$ cat src/rtl/timer_pkg.sv
package timer_pkg;

    // ==========================================================
    // Register indices (byte address = 4 * index)
    localparam logic [5:0] IDX_EVENT_GATE    = 6'h16;
    localparam logic [5:0] IDX_TIMER_CONTROL = 6'h18;
    localparam logic [5:0] IDX_TIMER_FLAGS   = 6'h19;
    localparam logic [5:0] IDX_CAPTURE_HI    = 6'h1A;
    localparam logic [5:0] IDX_CAPTURE_LO    = 6'h1B;
    localparam logic [5:0] IDX_COMPARE_HI    = 6'h1C;
    localparam logic [5:0] IDX_COMPARE_LO    = 6'h1D;
    localparam logic [5:0] IDX_COUNTER_HI    = 6'h1E;
    localparam logic [5:0] IDX_COUNTER_LO    = 6'h1F;
    localparam logic [5:0] IDX_ALT_COUNT_HI  = 6'h20;
    localparam logic [5:0] IDX_ALT_COUNT_LO  = 6'h21;
    localparam logic [5:0] IDX_RELOAD_CTRL   = 6'h22;
    localparam logic [5:0] IDX_PRESET_HI     = 6'h23;
    localparam logic [5:0] IDX_PRESET_LO     = 6'h24;
    localparam logic [5:0] IDX_RL_COUNT_HI   = 6'h25;
    localparam logic [5:0] IDX_RL_COUNT_LO   = 6'h26;
    localparam logic [5:0] IDX_RL_ALT_HI     = 6'h27;
    localparam logic [5:0] IDX_RL_ALT_LO     = 6'h28;

    // ==========================================================
    // Field positions
    localparam int BIT_INHIBIT      = 7;
    localparam int BIT_CAP_IRQ_EN   = 7;
    localparam int BIT_CMP_IRQ_EN   = 6;
    localparam int BIT_OVF_IRQ_EN   = 5;
    localparam int BIT_EDGE_SEL     = 1;
    localparam int BIT_OUT_LEVEL    = 0;
    localparam int BIT_CAP_FLAG     = 7;
    localparam int BIT_CMP_FLAG     = 6;
    localparam int BIT_OVF_FLAG     = 5;
    localparam int BIT_RL_EN        = 7;
    localparam int BIT_UF_IRQ_EN    = 6;
    localparam int BIT_RL_SEL1      = 2;
    localparam int BIT_RL_SEL0      = 1;
    localparam int BIT_UF_FLAG      = 0;

    // Flag vector positions inside the state
    localparam int FL_CAP = 2;
    localparam int FL_CMP = 1;
    localparam int FL_OVF = 0;

    // ==========================================================
    // Reset values and counts
    localparam logic [15:0] FREE_CNT_RST   = 16'hFFFC;
    localparam logic [15:0] FREE_CNT_MAX   = 16'hFFFF;
    localparam logic [15:0] RELOAD_RST     = 16'hFFFF;
    localparam logic [15:0] RELOAD_LAST    = 16'h0001;
    localparam logic [15:0] COMPARE_RST    = 16'h0000;
    localparam logic [4:0]  RL_DIV_LAST_4  = 5'h03;
    localparam logic [4:0]  RL_DIV_LAST_8  = 5'h07;
    localparam logic [4:0]  RL_DIV_LAST_16 = 5'h0F;
    localparam logic [4:0]  RL_DIV_LAST_32 = 5'h1F;

    // Timer state sequence, one state per bus clock
    typedef enum logic [1:0] {
        ST_IDLE,
        ST_COMPARE,
        ST_CAPTURE_WINDOW,
        ST_FLAG_SET
    } timer_state_e;

endpackage

$ cat src/rtl/capture_compare_and_reload_timers.sv
// The Avalon-MM slave port is this design's own decision.
`timescale 1ns/1ps
module capture_compare_and_reload_timers
    import timer_pkg::*;
(
    // Clock and reset
    input  wire logic        ref_clk_i,
    input  wire logic        reset_n_i,
    // Avalon-MM slave
    input  wire logic [7:0]  address_i,
    input  wire logic        read_i,
    input  wire logic        write_i,
    input  wire logic [3:0]  byteenable_i,
    input  wire logic [31:0] writedata_i,
    output logic      [31:0] readdata_o,
    output logic             waitrequest_o,
    // Timer pins
    input  wire logic        capture_in_pin_i,
    output logic             compare_out_pin_o,
    // Interrupt requests
    output logic             free_timer_irq_o,
    output logic             reload_timer_irq_o
);

    // ==========================================================
    // State
    typedef struct packed {
        // Bus answer
        logic         ack;
        logic [7:0]   rdata;
        // Free-running timer
        timer_state_e phase;
        logic [15:0]  cnt;
        logic [15:0]  cap;
        logic [15:0]  cmp;
        logic         inhibit;
        logic [2:0]   irq_en;
        logic         edge_sel;
        logic [2:0]   flags;
        logic [2:0]   armed;
        // Edge and match pipeline
        logic         cap_prev;
        logic         cap_pend;
        logic         cmp_pend;
        logic         cap_lock;
        logic         cmp_lock;
        logic         pin;
        // Reload timer
        logic         rl_en;
        logic         rl_irq_en;
        logic [1:0]   rl_sel;
        logic         rl_uf;
        logic [4:0]   rl_pre;
        logic [15:0]  rl_cnt;
        logic [15:0]  rl_preset;
    } state_s;

    localparam state_s STATE_RST = '{
        // Bus answer
        ack:       1'b0,
        rdata:     8'h00,
        // Free-running timer
        phase:     ST_IDLE,
        cnt:       FREE_CNT_RST,
        cap:       16'h0000,
        cmp:       COMPARE_RST,
        inhibit:   1'b0,
        irq_en:    3'h0,
        edge_sel:  1'b0,
        flags:     3'h0,
        armed:     3'h0,
        // Edge and match pipeline
        cap_prev:  1'b0,
        cap_pend:  1'b0,
        cmp_pend:  1'b0,
        cap_lock:  1'b0,
        cmp_lock:  1'b0,
        pin:       1'b0,
        // Reload timer
        rl_en:     1'b0,
        rl_irq_en: 1'b0,
        rl_sel:    2'h0,
        rl_uf:     1'b0,
        rl_pre:    5'h00,
        rl_cnt:    RELOAD_RST,
        rl_preset: RELOAD_RST
    };

    state_s q;
    state_s d;
    logic [2:0] flag_irq;
    // Output level bit sits outside the reset state
    logic   out_level_q;
    logic   out_level_d;

    // ==========================================================
    // Prescaler terminal count for the reload timer
    function automatic logic [4:0] div_last(input logic [1:0] sel);
        logic [4:0] r;
        case (sel)
            2'h0:    r = RL_DIV_LAST_4;
            2'h1:    r = RL_DIV_LAST_8;
            2'h2:    r = RL_DIV_LAST_16;
            default: r = RL_DIV_LAST_32;
        endcase
        return r;
    endfunction

    // ==========================================================
    // Next state
    always_comb begin
        logic [5:0] idx;
        logic [7:0] wd;
        logic [7:0] rb;
        logic       rd_done;
        logic       wr_done;
        logic       cap_edge;
        logic       load;
        // Register index from the byte address
        idx      = address_i[7:2];
        wd       = writedata_i[7:0];
        rb       = 8'h00;
        d        = q;
        out_level_d = out_level_q;
        // Accesses complete in the answering cycle
        rd_done  = q.ack & read_i;
        wr_done  = q.ack & write_i & byteenable_i[0];
        // Load marks a restart of the reload timer
        load     = 1'b0;
        cap_edge = 1'b0;

        // Bus handshake: one wait cycle, then answer
        d.ack = (read_i | write_i) & ~q.ack;

        case (idx)
            IDX_EVENT_GATE:    rb = {q.inhibit, 7'h00};
            IDX_TIMER_CONTROL: rb = {q.irq_en, 3'h0, q.edge_sel, out_level_q};
            IDX_TIMER_FLAGS:   rb = {q.flags, 5'h00};
            IDX_CAPTURE_HI:    rb = q.cap[15:8];
            IDX_CAPTURE_LO:    rb = q.cap[7:0];
            IDX_COMPARE_HI:    rb = q.cmp[15:8];
            IDX_COMPARE_LO:    rb = q.cmp[7:0];
            IDX_COUNTER_HI:    rb = q.cnt[15:8];
            IDX_COUNTER_LO:    rb = q.cnt[7:0];
            // Alternate counter: same value, no side effect
            IDX_ALT_COUNT_HI:  rb = q.cnt[15:8];
            IDX_ALT_COUNT_LO:  rb = q.cnt[7:0];
            IDX_RELOAD_CTRL:   rb = {q.rl_en, q.rl_irq_en, 3'h0, q.rl_sel, q.rl_uf};
            IDX_PRESET_HI:     rb = q.rl_preset[15:8];
            IDX_PRESET_LO:     rb = q.rl_preset[7:0];
            IDX_RL_COUNT_HI:   rb = q.rl_cnt[15:8];
            IDX_RL_COUNT_LO:   rb = q.rl_cnt[7:0];
            IDX_RL_ALT_HI:     rb = q.rl_cnt[15:8];
            IDX_RL_ALT_LO:     rb = q.rl_cnt[7:0];
            default:           rb = 8'h00;
        endcase
        // Read data is latched in the wait cycle
        if (read_i & ~q.ack) begin
            d.rdata = rb;
        end

        // ======================================================
        // Read side effects
        if (rd_done) begin
            case (idx)
                // Status read arms only the flags now set
                IDX_TIMER_FLAGS: d.armed = q.flags;
                // High byte read freezes capture until low byte
                IDX_CAPTURE_HI:  d.cap_lock = 1'b1;
                IDX_CAPTURE_LO: begin
                    d.cap_lock = 1'b0;
                    if (q.armed[FL_CAP]) begin
                        d.flags[FL_CAP] = 1'b0;
                        d.armed[FL_CAP] = 1'b0;
                    end
                end
                IDX_COMPARE_LO: begin
                    if (q.armed[FL_CMP]) begin
                        d.flags[FL_CMP] = 1'b0;
                        d.armed[FL_CMP] = 1'b0;
                    end
                end
                IDX_COUNTER_LO: begin
                    if (q.armed[FL_OVF]) begin
                        d.flags[FL_OVF] = 1'b0;
                        d.armed[FL_OVF] = 1'b0;
                    end
                end
                default: begin
                end
            endcase
        end

        // ======================================================
        // Register writes
        if (wr_done) begin
            case (idx)
                IDX_EVENT_GATE:    d.inhibit = wd[BIT_INHIBIT];
                IDX_TIMER_CONTROL: begin
                    d.irq_en      = wd[BIT_CAP_IRQ_EN:BIT_OVF_IRQ_EN];
                    d.edge_sel    = wd[BIT_EDGE_SEL];
                    out_level_d   = wd[BIT_OUT_LEVEL];
                end
                // High byte write holds off matches until low byte
                IDX_COMPARE_HI: begin
                    d.cmp[15:8] = wd;
                    d.cmp_lock  = 1'b1;
                end
                IDX_COMPARE_LO: begin
                    d.cmp[7:0]  = wd;
                    d.cmp_lock  = 1'b0;
                end
                IDX_RELOAD_CTRL: begin
                    d.rl_en     = wd[BIT_RL_EN];
                    d.rl_irq_en = wd[BIT_UF_IRQ_EN];
                    d.rl_sel    = {wd[BIT_RL_SEL1], wd[BIT_RL_SEL0]};
                    // Writing zero clears the underflow flag, one keeps it
                    if (!wd[BIT_UF_FLAG]) begin
                        d.rl_uf = 1'b0;
                    end
                    // Enable rising edge restarts from the preset
                    if (wd[BIT_RL_EN] && !q.rl_en) begin
                        load     = 1'b1;
                        d.rl_cnt = q.rl_preset;
                        d.rl_pre = 5'h00;
                    end
                end
                IDX_PRESET_HI: d.rl_preset[15:8] = wd;
                IDX_PRESET_LO: d.rl_preset[7:0]  = wd;
                default: begin
                end
            endcase
        end

        // ======================================================
        // Free-running timer state sequence
        // Four phases per count; counter moves once a lap
        case (q.phase)
            ST_IDLE:           d.phase = ST_COMPARE;
            ST_COMPARE:        d.phase = ST_CAPTURE_WINDOW;
            ST_CAPTURE_WINDOW: d.phase = ST_FLAG_SET;
            ST_FLAG_SET:       d.phase = ST_IDLE;
            default:           d.phase = ST_IDLE;
        endcase

        case (q.phase)
            ST_COMPARE: begin
                // Match noted here, flagged in the flag phase
                if (q.cmp == q.cnt && !q.cmp_lock) begin
                    d.cmp_pend = 1'b1;
                end
            end
            ST_FLAG_SET: begin
                // Sets follow the clears above, so a set wins
                if (q.cmp_pend) begin
                    d.cmp_pend      = 1'b0;
                    d.flags[FL_CMP] = 1'b1;
                    d.pin           = out_level_q;
                end
                // Capture edge seen since the last flag phase
                if (q.cap_pend) begin
                    d.cap_pend      = 1'b0;
                    d.flags[FL_CAP] = 1'b1;
                end
                // Inhibit freezes counter and overflow together
                if (!q.inhibit) begin
                    d.cnt = q.cnt + 16'h0001;
                    if (q.cnt == FREE_CNT_MAX) begin
                        d.flags[FL_OVF] = 1'b1;
                    end
                end
            end
            default: begin
            end
        endcase

        // Capture edge detector
        // Previous pin level, compared every clock
        d.cap_prev = capture_in_pin_i;
        if (q.edge_sel) begin
            cap_edge = capture_in_pin_i & ~q.cap_prev;
        end else begin
            cap_edge = ~capture_in_pin_i & q.cap_prev;
        end
        if (cap_edge) begin
            d.cap_pend = 1'b1;
            // Copy blocked while the high byte is held
            if (!q.cap_lock) begin
                d.cap = q.cnt;
            end
        end

        // ======================================================
        // Reloadable down-counter
        // Disabled timer holds count and prescaler
        if (q.rl_en && !load) begin
            if (q.rl_pre == div_last(q.rl_sel)) begin
                d.rl_pre = 5'h00;
                // Count one reloads at once: zero is shown only with a zero preset
                if (q.rl_cnt == RELOAD_LAST) begin
                    d.rl_uf  = 1'b1;
                    d.rl_cnt = q.rl_preset;
                end else begin
                    d.rl_cnt = q.rl_cnt - 16'h0001;
                end
            end else begin
                // Prescaler counts up to the selected last value
                d.rl_pre = q.rl_pre + 5'h01;
            end
        end
    end

    // ==========================================================
    // Registers
    always_ff @(posedge ref_clk_i or negedge reset_n_i) begin
        if (!reset_n_i) begin
            // Output level bit is not part of this state
            q <= STATE_RST;
        end else begin
            q <= d;
        end
    end

    // Output level bit keeps its value through reset
    always_ff @(posedge ref_clk_i) begin
        out_level_q <= out_level_d;
    end

    // ==========================================================
    // Per-flag free timer requests
    for (genvar g = 0; g < 3; g++) begin : g_flag_irq
        assign flag_irq[g] = q.flags[g] & q.irq_en[g];
    end

    // ==========================================================
    // Outputs
    // Read data: one byte, upper lanes zero
    assign readdata_o        = {24'h000000, q.rdata};
    // One wait cycle for every access
    assign waitrequest_o     = (read_i | write_i) & ~q.ack;
    // Pin is low from reset until a compare drives it
    assign compare_out_pin_o = q.pin;
    assign free_timer_irq_o  = |flag_irq;
    assign reload_timer_irq_o = q.rl_uf & q.rl_irq_en;

endmodule

$ cat config.mk
export PLATFORM = sky130hd
export DESIGN_NAME = capture_compare_and_reload_timers
export DESIGN_NICKNAME = d
export VERILOG_FILES = /design/src/rtl/timer_pkg.sv /design/src/rtl/capture_compare_and_reload_timers.sv
export SDC_FILE = /design/constraint.sdc
export NUM_CORES = 1
export LEC_CHECK = 0
export BUFFER_PORTS_ARGS = -buffer_cell sky130_fd_sc_hd__buf_2
export CORE_MARGIN = 2
export CORE_UTILIZATION = 40
export DETAILED_ROUTE_END_ITERATION = 12
export GPL_TIMING_DRIVEN = 0
export PLACE_DENSITY = 0.64
export SYNTH_ARGS = -nofsm -noshare
export SYNTH_HDL_FRONTEND = slang
export SYNTH_SLANG_ARGS = --single-unit
$ cat constraint.sdc
create_clock -name ref_clk_i -period 2.3 [get_ports ref_clk_i]
set_input_delay 0.115 -clock ref_clk_i [delete_from_list [all_inputs] [get_ports ref_clk_i]]
set_output_delay 0.115 -clock ref_clk_i [all_outputs]
set_load 0.02 [all_outputs]
Word level (Yosys, flattened, before mapping)

Index checks and enable logic that the tools add are counted.

Bits in registers: 119
Output and inout bits: 36
Word-level logic and storage cells: 158

Add/sub/neg operators: 3
Eq/ne operators: 28
Muxes and demuxes: 41
Bitwise operators: 17
Reductions and logical operators: 40

Operators by type and width:

| cell                  | number |
|---|---|
| $pmux 8 s14           | 1 |
| $eq 6x5->1 const B    | 9 |
| $eq 6x6->1 const B    | 9 |
| $mux 22               | 2 |
| $mux 38               | 1 |
| $mux 16               | 2 |
| $reduce_and 2->1      | 16 |
| $mux 21               | 1 |
| $mux 1                | 20 |
| $reduce_bool 2->1     | 10 |
| $add 16x1->16 const B | 1 |
| $eq 16x1->1 const B   | 1 |
| $eq 16x16->1          | 1 |
| $eq 16x16->1 const B  | 1 |
| $mux 8                | 2 |
| $sub 16x1->16 const B | 1 |
| $pmux 5 s3            | 1 |
| $pmux 1 s2            | 6 |
| $and 1x1->1           | 11 |
| $mux 5                | 2 |
| $pmux 2 s4            | 1 |
| $reduce_or 2->1       | 4 |
| $eq 2x2->1 const B    | 3 |
| $mux 6                | 1 |
| other kinds (12)      | 22 |

Depth between registers and ports, before layout

Depth after elaboration: 11
Depth in mapped cells: 8
Mapped depth without buffers: 7

Worst setup path after synthesis

Ideal clock, no wire load.

Path kind: reg2reg
Start point: register q[36] in the netlist's numbering
End point: register q[21] in the netlist's numbering
Library setup time: 85 ps
Arrival: 1964 ps
Data required time: 2215 ps
Path slack: 251 ps
Cell stages (with the launch flop): 8
Cells stage by stage: dfrtp_1 > or2_1 > or4_1 > buf_2 > a2111o_1 > buf_6 > o221ai_2 > a21oi_1

RTL lines:

| what                     | line                                     | source |
|---|---|---|
| start: declaration       | capture_compare_and_reload_timers.sv:89  | `state_s q;` |
| start signal: assignment | capture_compare_and_reload_timers.sv:318 | `q <= STATE_RST;` |
| start signal: assignment | capture_compare_and_reload_timers.sv:320 | `q <= d;` |

==> summary.md <==
| Metric | Value |
|---|---|
| CTS Buf Count | `17` |
| Total power | `6.93 mW` |
| Commonest non-fill, non-tap cell in the layout | `dfrtp_1` |
| Post-synthesis mux area share | `12.9%` |
| Sequential area share after synthesis | `43.8%` |
| Final instance area | `8320 um^2` |
| H-tree Lvls | `4` |
| Post-synthesis xor/xnor area fraction | `4.04%` |
| Overall routing resource usage | `22.4%` |
| PwrDens | `833 nW/um^2` |
| Antenna diode count | `0` |
| Startpoint types | `flop` |
| Most frequent cells in the layout | `70 x dfrtp_1, 67 x mux2_2, 46 x dfstp_2` |
| CTS tree | `built` |
| Placed cell area | `7490 um^2` |
| Leak | `3.48 nW` |
| RR Endpoint | `q[22]$_DFF_PN1_` |
| DR WL/cell | `20.3 um` |
| Final setup viols | `1` |
| YS warnings | `0` |
| Finished Layout Cells | `984` |
| Yosys reg bits | `119` |
| Inst Count DP | `939` |
| Root buffer cell | `clkbuf_16` |
| Rows | `48` |
| Number of global-route vias before repair | `5457` |
| Clock slew at reported path FFs | `0.06 ns` |
| Most used cell, CP | `buf_6` |
| Die area | `18400 um^2` |
| Hold EP | `q[117]$_DFF_PN0_` |
| Antenna viol nets, final | `0` |
| WHS Path Cells | `3` |
| Final Net Count | `803` |
| Max-cap check violation count | `0` |
| Worst EP required | `2.64 ns` |
| EDFF count, synth | `1` |
| Final WL | `19.9 mm` |
| Status | `finished with violations` |
| Clock Latency Late Sink | `0.43 ns` |
| Clock buffer depth | `2` |
| Synth Area in Simple Gates | `15.3%` |
| Min setup slack post-route | `-0.00388 ns` |
| Critical Path, Cell by Cell | `or2_1 -> or4_4 -> buf_6 -> a2111o_1 -> buf_6 -> o221ai_4 -> a21oi_2` |
| Starting density of the core | `40.5%` |
| Worst Hold Class | `primary input to flop` |
| Synthesis-to-layout area growth | `19.9%` |
| DR vias/cell | `5.83` |
| Routed vias | `5735` |
| Tmin final | `2.30 ns` |
| Critical Path AT | `2.64 ns` |
| Final hold viol count | `0` |
| Remaining global-route overflow | `0` |
| Setup Crit Path Kind | `flop to flop` |
| VDD IR max | `0.588 mV` |
| Antenna violations before repair | `0` |
| Clock sinks | `119` |
| Chip Height | `136 um` |
| Post-Syn Instances | `660` |
| R2R cell count | `7` |
| First-pass DRT Iterations | `5` |
| Post-Syn Area per Cell | `10.5 um^2` |
| Synth async-reset ratio | `99.2%` |
| Yosys cell types | `75` |
| Failing checks | `negative setup slack` |
| CP max stage cell | `a2111o_1` |
| Largest family of logic cells by synthesized area | `simple AND/OR/NAND/NOR gates` |
| Worst setup EP type | `flop` |
| Crit path max fanout | `7` |
| Worst R2R Start | `q[36]$_DFFE_PN0P_` |
| First-pass GRT wire length | `30.9 mm` |
| Post-synthesis compound-gate area fraction | `15.3%` |
| Period utilization | `100%` |
| Port Buffer Count | `30` |
| Core area | `17100 um^2` |
| Largest net degree at the start of global routing | `63` |
| GP Congestion | `0.925` |
| Die W | `136 um` |
| Adder-Cell Fraction of Synth Area | `1.44%` |
| Crit-path max cell delay | `0.54 ns` |
| Relative slew slack | `21.8%` |
| Starting DRC count in detailed routing | `533` |
| Reg2Reg Setup Slack | `-0.004 ns` |
| Ports | `85` |
| HPWL Detailed | `14.5 mm` |
| Final clock skew | `0.0147 ns` |
| Max Fclk | `0.434 GHz` |
| Worst Min Path Start | `read_i` |
| Drt drc | `0` |
| Slew @ Worst Pin | `1.16 ns` |
| Share of layout cells above drive strength 1 | `34.9%` |
| Fin. max-slew vios | `0` |
| RSZ-0062 raised after global routing | `true` |
| Mapped Area | `6940 um^2` |
| Ys flop type | `dfrtp_1` |
==> sequential cells by signal, summed over array words and instances, names as in the netlist <==
signal	cells
compare_out_pin_o	1
out_level_q	1
q	109
readdata_o	8
==> worst max path at each step <==
stage | slack [ns] | to | from
floorplan | 0.25 | q[21]$_DFF_PN1_ | q[36]$_DFFE_PN0P_
global placement | -0.31 | q[50]$_DFFE_PN0P_ | reset_n_i
detailed placement | -0.17 | q[2]$_DFFE_PN1P_ | address_i[4]
CTS | 0.004 | q[29]$_DFF_PN1_ | q[36]$_DFFE_PN0P_
global route | -0.07 | q[22]$_DFF_PN1_ | q[36]$_DFFE_PN0P_
finish | -0.004 | q[22]$_DFF_PN1_ | q[36]$_DFFE_PN0P_
==> critical path, delay by kind of cell, from the launching register on <==
kind / cells / cell delay, ns
simple gates: 2 / 0.67
buf+inv: 2 / 0.34
flops: 1 / 0.43
compound gates: 3 / 0.77
==> metal layers <==
metal  vias up  GRT usage [%]  part of all wire (%)
met1      2855           28.4                    41
met2       256           37.4                    50
li1       2580              -                     -
met4         0           7.93                   2.5
met3        44           5.31                   6.5
met5         -              0                     0
==> through the flow <==
step                hold slack [ns]  util [%]  setup WS, ns  setup TNS [ns]
finish                       0.0325      48.6      -0.00388        -0.00388
detailed placement            0.114      43.8        -0.174           -3.50
CTS                         0.00824      47.6       0.00426               0
floorplan                    -0.181         -         0.251               0
global route                 0.0132      48.6       -0.0713          -0.348
global placement              0.249      43.6        -0.310          -25.07
==> cell usage after synthesis (5+ instances only) <==
cell,number,area share [%]
o22ai_1,7,0.63
nor4_1,9,0.81
a222oi_1,7,1.0
nor3_1,17,1.2
a22o_1,7,0.88
a31oi_1,8,0.72
a211oi_1,13,1.4
mux2i_1,14,2.0
and3_1,8,0.72
xnor2_1,24,3.0
dfrtp_1,72,26
nand3_1,17,1.2
a221oi_1,6,0.76
nand2b_1,7,0.63
o21bai_1,6,0.65
nand4_1,16,1.4
buf_2,12,0.87
xor2_1,8,1.0
dfstp_2,46,17
buf_4,34,3.7
clkbuf_1,22,1.2
a22oi_1,10,1.1
nand2_1,31,1.7
or2_2,5,0.45
and2_1,5,0.45
o21ai_0,22,1.6
or4_1,5,0.54
nor2b_1,11,0.99
inv_1,17,0.92
a21oi_1,19,1.4
nor2_1,28,1.5
nor3b_1,9,0.97
ha_1,8,1.4
mux2_2,67,11
==> report_power, final <==
part | leakage (nW) | switching (mW) | internal (mW)
sequential | 1.42 | 0.273 | 2.40
clock | 0.271 | 0.979 | 1.65
combinational | 1.79 | 0.911 | 0.721
==> what timing repair did <==
| action | CTS | global route |
|---|---|---|
| hold buffers | 6 | 0 |
| setup endpoints to repair | 19 | 22 |
| pin swaps | 1 | 4 |
| resized for setup | 3 | 27 |
| buffers inserted | 1 | 6 |
| cloned | 0 | 1 |
| endpoints found under the hold margin | 50 | 0 |
==> area by class of cell <==
class                   instances  area [um^2]
fillers                      1584         8800
plain buffers                  72          440
multi-input cells             474         3600
repair buffers                 45          308
inverters                      17         63.8
clock buffers                  21          460
clock inverters                11          125
flip-flops and latches        119         3040
well taps                     225          282
==> cells by family (layout without fill, tap and decap cells) <==
family | Yosys count | after routing
AND/OR/NAND/NOR | 187 | 187
AO/OA/AOI/OAI | 142 | 142
flip-flops | 119 | 119
buffers and inverters | 90 | 166
multiplexers | 81 | 81
XOR/XNOR | 32 | 32
adder cells (fa/ha/maj) | 8 | 8
other | 1 | 24
No activity file was read; power rests on OpenSTA's default activity.
